$ cat src/mcr_pkg.sv
/*
 * Shared constants for the miscellaneous chip configuration register bank:
 * register offsets, field positions, widths and values after reset.
 * Assumes byte addresses on an 8-bit register port with 32-bit data.
 */
`default_nettype none

package mcr_pkg;

	localparam int unsigned ADDR_WIDTH = 8;
	localparam int unsigned DATA_WIDTH = 32;

	// Register offsets (byte addresses, one aligned word each)
	localparam logic [7:0] OFFSET_WATCHDOG_FIRE_TALLY  = 8'h28;
	localparam logic [7:0] OFFSET_CPU_VREF_PIN_DISABLE = 8'h40;
	localparam logic [7:0] OFFSET_IO_BANK_RAIL_LEVEL   = 8'h64;
	localparam logic [7:0] OFFSET_RAIL_STRAP_STATUS    = 8'h68;

	// Watchdog fire tally field
	localparam int unsigned TALLY_LSB   = 0;
	localparam int unsigned TALLY_WIDTH = 4;
	localparam logic [3:0]  TALLY_RESET = 4'h0;

	// Reference-pin disable field
	localparam int unsigned VREF_OFF_BIT   = 0;
	localparam logic        VREF_OFF_RESET = 1'h0;

	// Rail level register fields
	localparam int unsigned RAIL_TEST_BIT    = 0;
	localparam int unsigned RAIL_BANK2_BIT   = 1;
	localparam int unsigned RAIL_LEVEL_LSB   = 0;
	localparam int unsigned RAIL_LEVEL_WIDTH = 3;
	localparam int unsigned RAIL_LOCK_BIT    = 7;
	localparam logic [2:0]  RAIL_LEVEL_RESET = 3'h0;
	localparam logic        RAIL_LOCK_RESET  = 1'h0;

	// Strap status register fields
	localparam int unsigned STRAP_LEVEL_BIT    = 0;
	localparam int unsigned STRAP_MISMATCH_BIT = 1;

	// Read data outside a read's answer cycle
	localparam logic [31:0] READ_IDLE = 32'h0000_0000;

endpackage : mcr_pkg

`default_nettype wire

$ cat src/mcr_config_regs.sv
/*
 * Miscellaneous chip configuration register bank: watchdog fire tally,
 * reference-pin disable, lockable I/O bank rail level, strap status.
 * Assumes a single-cycle register port driven from clk_sys, with read data
 * returned in the cycle after the read strobe, and a reset controller that
 * tells on resetByWatchdog whether the current srst came from the watchdog.
 * The strap status word trails the strap pin by two clocks, the price of
 * synchronising a pin that may move at any time.
 */
// Design decision made here: the strobed register port.
`timescale 1ns/10ps
`default_nettype none

// Operation
// - Tally clears on power-on, survives watchdog reset
// - Bit 0 set disables reference pin function
// - Rail bits and lock writable until locked
// - Lock cannot be cleared until reset
// - Bank-2 level bit: 1=1.8V, 0=3.3V
module mcr_config_regs (
	input  wire logic        clk_sys,
	input  wire logic        srst,
	input  wire logic        resetByWatchdog,
	input  wire logic [7:0]  regAddr,
	input  wire logic [31:0] regWrData,
	input  wire logic        regWr,
	input  wire logic        regRd,
	output var  logic [31:0] regRdData,
	input  wire logic        bank2RailStrap,
	output var  logic [3:0]  watchdogFireTally,
	output var  logic        cpuVrefPinOff,
	output var  logic        cpuVrefPinEnable,
	output var  logic        bank2RailLevel,
	output var  logic        railTestBit,
	output var  logic        railLevelLocked
);

	typedef enum logic [3:0] {
		SEL_TALLY  = 4'b0001,
		SEL_VREF   = 4'b0010,
		SEL_RAIL   = 4'b0100,
		SEL_STRAP  = 4'b1000
	} mcr_select_type;

	typedef struct packed {
		logic [3:0]  tally;
		logic        vrefOff;
		logic        vrefEnable;
		logic [31:0] rdData;
	} mcr_bank_state_type;

	mcr_bank_state_type state;
	mcr_bank_state_type next_state;

	logic [2:0] railLevel;
	logic       railLocked;
	logic       strapLevel;
	logic       railWrite;

	// One-hot select for an address; zero for any unmapped offset
	function automatic logic [3:0] decodeSelect(input logic [7:0] addr);
		logic [3:0] sel;
		sel = 4'h0;
		case (addr)
			mcr_pkg::OFFSET_WATCHDOG_FIRE_TALLY: begin
				sel = SEL_TALLY;
			end
			mcr_pkg::OFFSET_CPU_VREF_PIN_DISABLE: begin
				sel = SEL_VREF;
			end
			mcr_pkg::OFFSET_IO_BANK_RAIL_LEVEL: begin
				sel = SEL_RAIL;
			end
			mcr_pkg::OFFSET_RAIL_STRAP_STATUS: begin
				sel = SEL_STRAP;
			end
			default: begin
				sel = 4'h0;
			end
		endcase
		return sel;
	endfunction : decodeSelect

	// Rail level word as software sees it; spare bits stay zero
	function automatic logic [31:0] railWord(
		input logic [2:0] level,
		input logic       lock
	);
		logic [31:0] word;
		word = 32'h0000_0000;
		word[mcr_pkg::RAIL_LEVEL_LSB +: mcr_pkg::RAIL_LEVEL_WIDTH] = level;
		word[mcr_pkg::RAIL_LOCK_BIT] = lock;
		return word;
	endfunction : railWord

	// Strap status word: synchronised strap and its mismatch with bank-2 level
	function automatic logic [31:0] strapWord(
		input logic strap,
		input logic level2
	);
		logic [31:0] word;
		word = 32'h0000_0000;
		word[mcr_pkg::STRAP_LEVEL_BIT]    = strap;
		word[mcr_pkg::STRAP_MISMATCH_BIT] = strap ^ level2;
		return word;
	endfunction : strapWord

	// True when a strobe hits the given register; shared by every write path
	function automatic logic strobeHits(
		input logic           strobe,
		input logic [7:0]     addr,
		input mcr_select_type target
	);
		logic hit;
		hit = 1'b0;
		if (strobe) begin
			hit = (decodeSelect(addr) == target);
		end
		return hit;
	endfunction : strobeHits

	// Tally word: four stored bits, reserved bits read as zero
	function automatic logic [31:0] tallyWord(
		input logic [3:0] tally
	);
		logic [31:0] word;
		word = 32'h0000_0000;
		word[mcr_pkg::TALLY_LSB +: mcr_pkg::TALLY_WIDTH] = tally;
		return word;
	endfunction : tallyWord

	// Reference-pin word: one stored bit, reserved bits read as zero
	function automatic logic [31:0] vrefWord(
		input logic off
	);
		logic [31:0] word;
		word = 32'h0000_0000;
		word[mcr_pkg::VREF_OFF_BIT] = off;
		return word;
	endfunction : vrefWord

	// Pin function is the inverse of the disable bit, whatever the pin mux says
	function automatic logic pinEnabled(
		input logic off
	);
		logic enabled;
		enabled = !off;
		return enabled;
	endfunction : pinEnabled

	// Write-data fields; reserved bits are dropped here and nowhere else
	function automatic logic [3:0] tallyField(
		input logic [31:0] data
	);
		logic [3:0] field;
		field = data[mcr_pkg::TALLY_LSB +: mcr_pkg::TALLY_WIDTH];
		return field;
	endfunction : tallyField

	function automatic logic vrefOffField(
		input logic [31:0] data
	);
		logic field;
		field = data[mcr_pkg::VREF_OFF_BIT];
		return field;
	endfunction : vrefOffField

	function automatic logic [2:0] railLevelField(
		input logic [31:0] data
	);
		logic [2:0] field;
		field = data[mcr_pkg::RAIL_LEVEL_LSB +: mcr_pkg::RAIL_LEVEL_WIDTH];
		return field;
	endfunction : railLevelField

	function automatic logic railLockField(
		input logic [31:0] data
	);
		logic field;
		field = data[mcr_pkg::RAIL_LOCK_BIT];
		return field;
	endfunction : railLockField

	// Tally after a reset: a watchdog reset keeps it, any other reset clears it
	function automatic logic [3:0] tallyAfterReset(
		input logic [3:0] tally,
		input logic       byWatchdog
	);
		logic [3:0] kept;
		kept = mcr_pkg::TALLY_RESET;
		if (byWatchdog) begin
			kept = tally;
		end
		return kept;
	endfunction : tallyAfterReset

	// Read mux; unmapped offsets answer zero so a stray read never stalls
	function automatic logic [31:0] readWord(
		input logic [3:0] sel,
		input logic [3:0] tally,
		input logic       off,
		input logic [2:0] level,
		input logic       lock,
		input logic       strap
	);
		logic [31:0] word;
		word = mcr_pkg::READ_IDLE;
		case (sel)
			SEL_TALLY: begin
				word = tallyWord(tally);
			end
			SEL_VREF: begin
				word = vrefWord(off);
			end
			SEL_RAIL: begin
				word = railWord(level, lock);
			end
			SEL_STRAP: begin
				word = strapWord(strap, level[mcr_pkg::RAIL_BANK2_BIT]);
			end
			default: begin
				word = mcr_pkg::READ_IDLE;
			end
		endcase
		return word;
	endfunction : readWord

	// Strap pin comes from outside the clock domain
	mcr_sync2 u_strap_sync (
		.clk_sys   (clk_sys),
		.srst      (srst),
		.pinLevel  (bank2RailStrap),
		.syncLevel (strapLevel)
	);

	assign railWrite = strobeHits(regWr, regAddr, SEL_RAIL);

	// Test bit and bank-2 level live in the low rail bits; bit 7 locks them
	mcr_lock_field #(
		.WIDTH (mcr_pkg::RAIL_LEVEL_WIDTH)
	) u_rail_lock (
		.clk_sys    (clk_sys),
		.srst       (srst),
		.wrEn       (railWrite),
		.wrValue    (railLevelField(regWrData)),
		.wrLock     (railLockField(regWrData)),
		.fieldValue (railLevel),
		.locked     (railLocked)
	);

	always_comb begin
		next_state = state;

		// Tally simply stores what firmware writes; no hardware increment
		if (strobeHits(regWr, regAddr, SEL_TALLY)) begin
			next_state.tally = tallyField(regWrData);
		end

		if (strobeHits(regWr, regAddr, SEL_VREF)) begin
			next_state.vrefOff = vrefOffField(regWrData);
		end
		// Pin function follows the bit alone, regardless of pin mux
		next_state.vrefEnable = pinEnabled(next_state.vrefOff);

		// Read data stand only in the cycle after the strobe
		next_state.rdData = mcr_pkg::READ_IDLE;
		if (regRd) begin
			next_state.rdData = readWord(decodeSelect(regAddr), state.tally, state.vrefOff,
				railLevel, railLocked, strapLevel);
		end

		if (srst) begin
			next_state.vrefOff    = mcr_pkg::VREF_OFF_RESET;
			next_state.vrefEnable = pinEnabled(mcr_pkg::VREF_OFF_RESET);
			next_state.rdData     = mcr_pkg::READ_IDLE;
			// Watchdog resets keep the tally so firmware can count them
			next_state.tally = tallyAfterReset(state.tally, resetByWatchdog);
		end
	end

	always_ff @(posedge clk_sys) begin
		state <= next_state;
	end

	// Outputs come straight from flip-flops here and in the submodules
	always_comb begin
		regRdData         = state.rdData;
		watchdogFireTally = state.tally;
		cpuVrefPinOff     = state.vrefOff;
		cpuVrefPinEnable  = state.vrefEnable;
		bank2RailLevel    = railLevel[mcr_pkg::RAIL_BANK2_BIT];
		railTestBit       = railLevel[mcr_pkg::RAIL_TEST_BIT];
		railLevelLocked   = railLocked;
	end

endmodule : mcr_config_regs

`default_nettype wire

$ cat src/mcr_sync2.sv
/*
 * Two-flop synchroniser for a single level from a pin.
 * Assumes the level changes slowly compared with clk_sys.
 */
`timescale 1ns/10ps
`default_nettype none

module mcr_sync2 (
	input  wire logic clk_sys,
	input  wire logic srst,
	input  wire logic pinLevel,
	output var  logic syncLevel
);

	typedef struct packed {
		logic stage1;
		logic stage2;
	} mcr_sync_state_type;

	mcr_sync_state_type state;
	mcr_sync_state_type next_state;

	// Stage one feeds stage two only; nothing else looks at it
	always_comb begin
		next_state = state;
		next_state.stage1 = pinLevel;
		next_state.stage2 = state.stage1;
		if (srst) begin
			next_state = '0;
		end
	end

	always_ff @(posedge clk_sys) begin
		state <= next_state;
	end

	assign syncLevel = state.stage2;

endmodule : mcr_sync2

`default_nettype wire

$ cat src/mcr_lock_field.sv
/*
 * Lockable field: a group of value bits plus a lock bit that, once set,
 * freezes both until the next system reset.
 * Assumes write strobes are one clk_sys cycle long.
 */
`timescale 1ns/10ps
`default_nettype none

module mcr_lock_field #(
	parameter int unsigned WIDTH = 3
) (
	input  wire logic             clk_sys,
	input  wire logic             srst,
	input  wire logic             wrEn,
	input  wire logic [WIDTH-1:0] wrValue,
	input  wire logic             wrLock,
	output var  logic [WIDTH-1:0] fieldValue,
	output var  logic             locked
);

	typedef struct packed {
		logic [WIDTH-1:0] value;
		logic             lock;
	} mcr_lock_state_type;

	mcr_lock_state_type state;
	mcr_lock_state_type next_state;

	always_comb begin
		next_state = state;
		// Writes land only while unlocked; lock is sticky so a zero is ignored
		if (wrEn && !state.lock) begin
			next_state.value = wrValue;
			next_state.lock  = wrLock;
		end
		if (srst) begin
			next_state.value = WIDTH'(mcr_pkg::RAIL_LEVEL_RESET);
			next_state.lock  = mcr_pkg::RAIL_LOCK_RESET;
		end
	end

	always_ff @(posedge clk_sys) begin
		state <= next_state;
	end

	assign fieldValue = state.value;
	assign locked     = state.lock;

endmodule : mcr_lock_field

`default_nettype wire

$ cat config.mk
export PLATFORM = sky130hd
export DESIGN_NAME = mcr_config_regs
export DESIGN_NICKNAME = d
export VERILOG_FILES = /design/src/mcr_pkg.sv /design/src/mcr_config_regs.sv /design/src/mcr_sync2.sv /design/src/mcr_lock_field.sv
export SDC_FILE = /design/constraint.sdc
export NUM_CORES = 1
export LEC_CHECK = 0
export BUFFER_PORTS_ARGS = -buffer_cell sky130_fd_sc_hd__buf_2
export CORE_MARGIN = 2
export CORE_UTILIZATION = 35
export CTS_CLUSTER_DIAMETER = 150
export CTS_CLUSTER_SIZE = 28
export DETAILED_ROUTE_END_ITERATION = 10
export MAX_ROUTING_LAYER = met4
export PLACE_DENSITY = 0.83
export SYNTH_ARGS = -nofsm -noshare
export SYNTH_HDL_FRONTEND = slang
export SYNTH_SLANG_ARGS = --single-unit
$ cat constraint.sdc
create_clock -name clk_sys -period 4.95 [get_ports clk_sys]
set_clock_uncertainty 0.2 [all_clocks]
set_input_delay 0.495 -clock clk_sys [delete_from_list [all_inputs] [get_ports clk_sys]]
set_output_delay 0.495 -clock clk_sys [all_outputs]
set_load 0.01 [all_outputs]
==> metrics.md <==
| Metric | Value |
|---|---|
| Compound-cell area share of the yosys netlist | 8.561% |
| WL/cell | 10.90 microns |
| VDD IR-drop max | 0.1280 mV |
| CTS H-tree depth | 1 |
| Cts hold-fix bufs | 0 |
| Core region area | 2758 sq um |
| Total track usage | 11.27% |
| Max-slew violation count | 0 |
| GP Congestion | 0.8399 |
| Required time worst endpoint | 4.68 ns |
| Worst hold slack | 0.2126 ns |
| N_diodes | 0 |
| First-pass GRT wire length | 2.835 mm |
| Detailed Route WL | 1.842 mm |
| Worst Path Arrival | 1.93 ns |
| CP Class | in -> reg |
| CTS tree | done |
| Outcome | complete, no violations |
| Most frequent cells in the layout | buf_2, conb_1, dfxtp_1 |
| TritonRoute pass-1 iters | 4 |
| Area share of the largest cell type after synthesis | 25.81% |
| # nets final | 185 |
| Count of clock tree sinks | 17 |
| Clock Pin Slew Worst Setup and Hold Paths | 0.10 ns |
| Post-CTS Setup Inserts | 0 |
| DRC viols | 0 |
| DIE AREA | 3327 sq um |
| Clock Path Buffers | 2 |
| Relative slew slack | 57.85% |
| Area share of fa/ha/maj cells after synthesis | 0% |
| Biggest area consumer among synthesized cells | dfxtp_1 |
| Period utilization | 44.32% |
| Cell Count, Final, Fillers Out | 169 |
| Commonest non-fill, non-tap cell in the layout | buf_2 |
| Clock root cell | clkbuf_4 |
| Ys flop type | dfxtp_1 |
| Post-CTS Resized | 0 |
| Number of distinct library cells after synthesis | 33 |
| HPWL after DPL | 1.501 mm |
| Max Clk Rate | 0.4558 GHz |
| DRT iter0 DRCs | 14 |
| Endpoints failing setup | 0 |
| Area growth syn-to-layout | 10.42% |
| Number of fill cells | 285 |
| Syn_area_per_cell | 9.604 sq um |
| Vias in the first global route | 667 |
| Largest family of logic cells by synthesized area | simple AND/OR/NAND/NOR gates |
| Worst Path Max Fanout | 10 |
| Synth top area cells | dfxtp_1, buf_4, edfxtp_1 |
| Final hold violation count | 0 |
| Largest net degree at the start of global routing | 13 |
| Post-synthesis mux area share | 4.467% |
| PortBufs | 32 |
| Starting Density | 36.57% |
| Synth Area in Simple Gates | 26.55% |
| Leakage power | 0.5004 nW |
| Share of cells above drive strength 1 | 31.88% |
| Post-Synth XOR/XNOR Area | 0% |
| Min-delay worst type | in -> reg |
| PD cells | 231.5 nW/um^2 |
| Cts bufs inserted | 3 |
| Grt ovf | 0 |
| Antenna violations before repair | 0 |
| Num ports | 87 |
| Max_cap viols | 0 |
| Ys async rst share | 0% |
| Final min period | 2.194 ns |
| Synth Instances | 105 |
| Routed Antenna Nets | 0 |
| Height of the chip | 57.68 microns |
| RSZ-0062 raised after global routing | no |
| Via/cell ratio | 4.533 |
| Synth Register Bits | 17 |
| Endpoint class of the critical path | register |
| EDFF count, synth | 4 |
| Detailed-route via count | 766 |
| Worst-skew pair later-pin latency | 0.28 ns |
| Worst slew pin tran | 0.6304 ns |
| Num rows | 19 |
| Horiz. Die Dim | 57.68 microns |
| Post-synthesis sequential area ratio | 37.72% |
| Fin util | 40.38% |
| Post-Place Cells | 165 |
| Startpoint types | primary input |
| Yosys warnings | 0 |
| Final setup TNS | 0 ns |
| Post-Syn Area | 1008 sq um |
power breakdown:
group	switching (mW)	internal, mW
Clock	0.0434	0.0312
Combinational	0.0243	0.0123
Sequential	0.00137	0.145
cell usage after synthesis (all sizes together), types with 2 or more instances:
cell / number
buf: 28
dfxtp: 13
nor2b: 11
nand2: 7
edfxtp: 4
mux2: 4
nor2: 4
o21ai: 4
a221oi: 3
nor3b: 3
and2: 2
and3b: 2
inv: 2
nand3: 2
nand4: 2
nor4b: 2
flip-flops by register name, summed over array words and instances (netlist names):
name,count
regRdData,5
watchdogFireTally,4
u_rail_lock.fieldValue,3
cpuVrefPinEnable,1
cpuVrefPinOff,1
u_rail_lock.locked,1
u_strap_sync.state,1
u_strap_sync.syncLevel,1
path summary, 6_finish.rpt:
check	startpoint	end	slack [ns]	cells after the start
max reg2reg	u_rail_lock.locked	u_rail_lock.fieldValue[1]	3.68	3
max	regAddr[2]	watchdogFireTally[2]	2.76	4
min reg2reg	u_strap_sync.state[1]	u_strap_sync.syncLevel	0.28	1
min	bank2RailStrap	u_strap_sync.state[1]	0.21	2
final cells by class:
type	instances	area (sq um)	share of cell area [%]
Clock buffer	4	26.28	2.360
Sequential cell	17	380.4	34.16
Inverter	2	7.507	0.6742
Multi-Input combinational cell	83	500.5	44.94
Timing Repair Buffer	32	160.2	14.38
Tap cell	31	38.79	3.483
through the flow:
step / setup slack, ns / power, mW / cell area [sq um]
6_report: 2.756 / 0.2578 / 1114
2_1_floorplan: 2.729 / 0.1880 / 1106
5_1_grt: 2.610 / 0.2709 / 1114
4_1_cts: 2.761 / 0.2612 / 1114
3_5_place_dp: 2.448 / 0.1861 / 1087
3_3_place_gp: 2.415 / 0.1858 / 1087
critical path: stages:
cell,delay [ns]
buf_2,0.16
nor4b_2,0.51
nand2_1,0.15
o32ai_1,0.61
cells by family after synthesis:
family / Yosys count
other: 1
buffers and inverters: 31
multiplexers: 4
AO/OA/AOI/OAI: 12
flip-flops: 17
AND/OR/NAND/NOR: 40
routing by layer:
layer	up-vias	routed length [microns]	GRT usage (%)	share of wire [%]
met5	-	0	-	0
met4	0	0	2.990	0
met3	0	167	3.795	9.1
met2	35	939	19.97	51
met1	350	735	11.94	40
li1	381	-	-	-
Note: power is estimated with default switching activity, not from simulation.
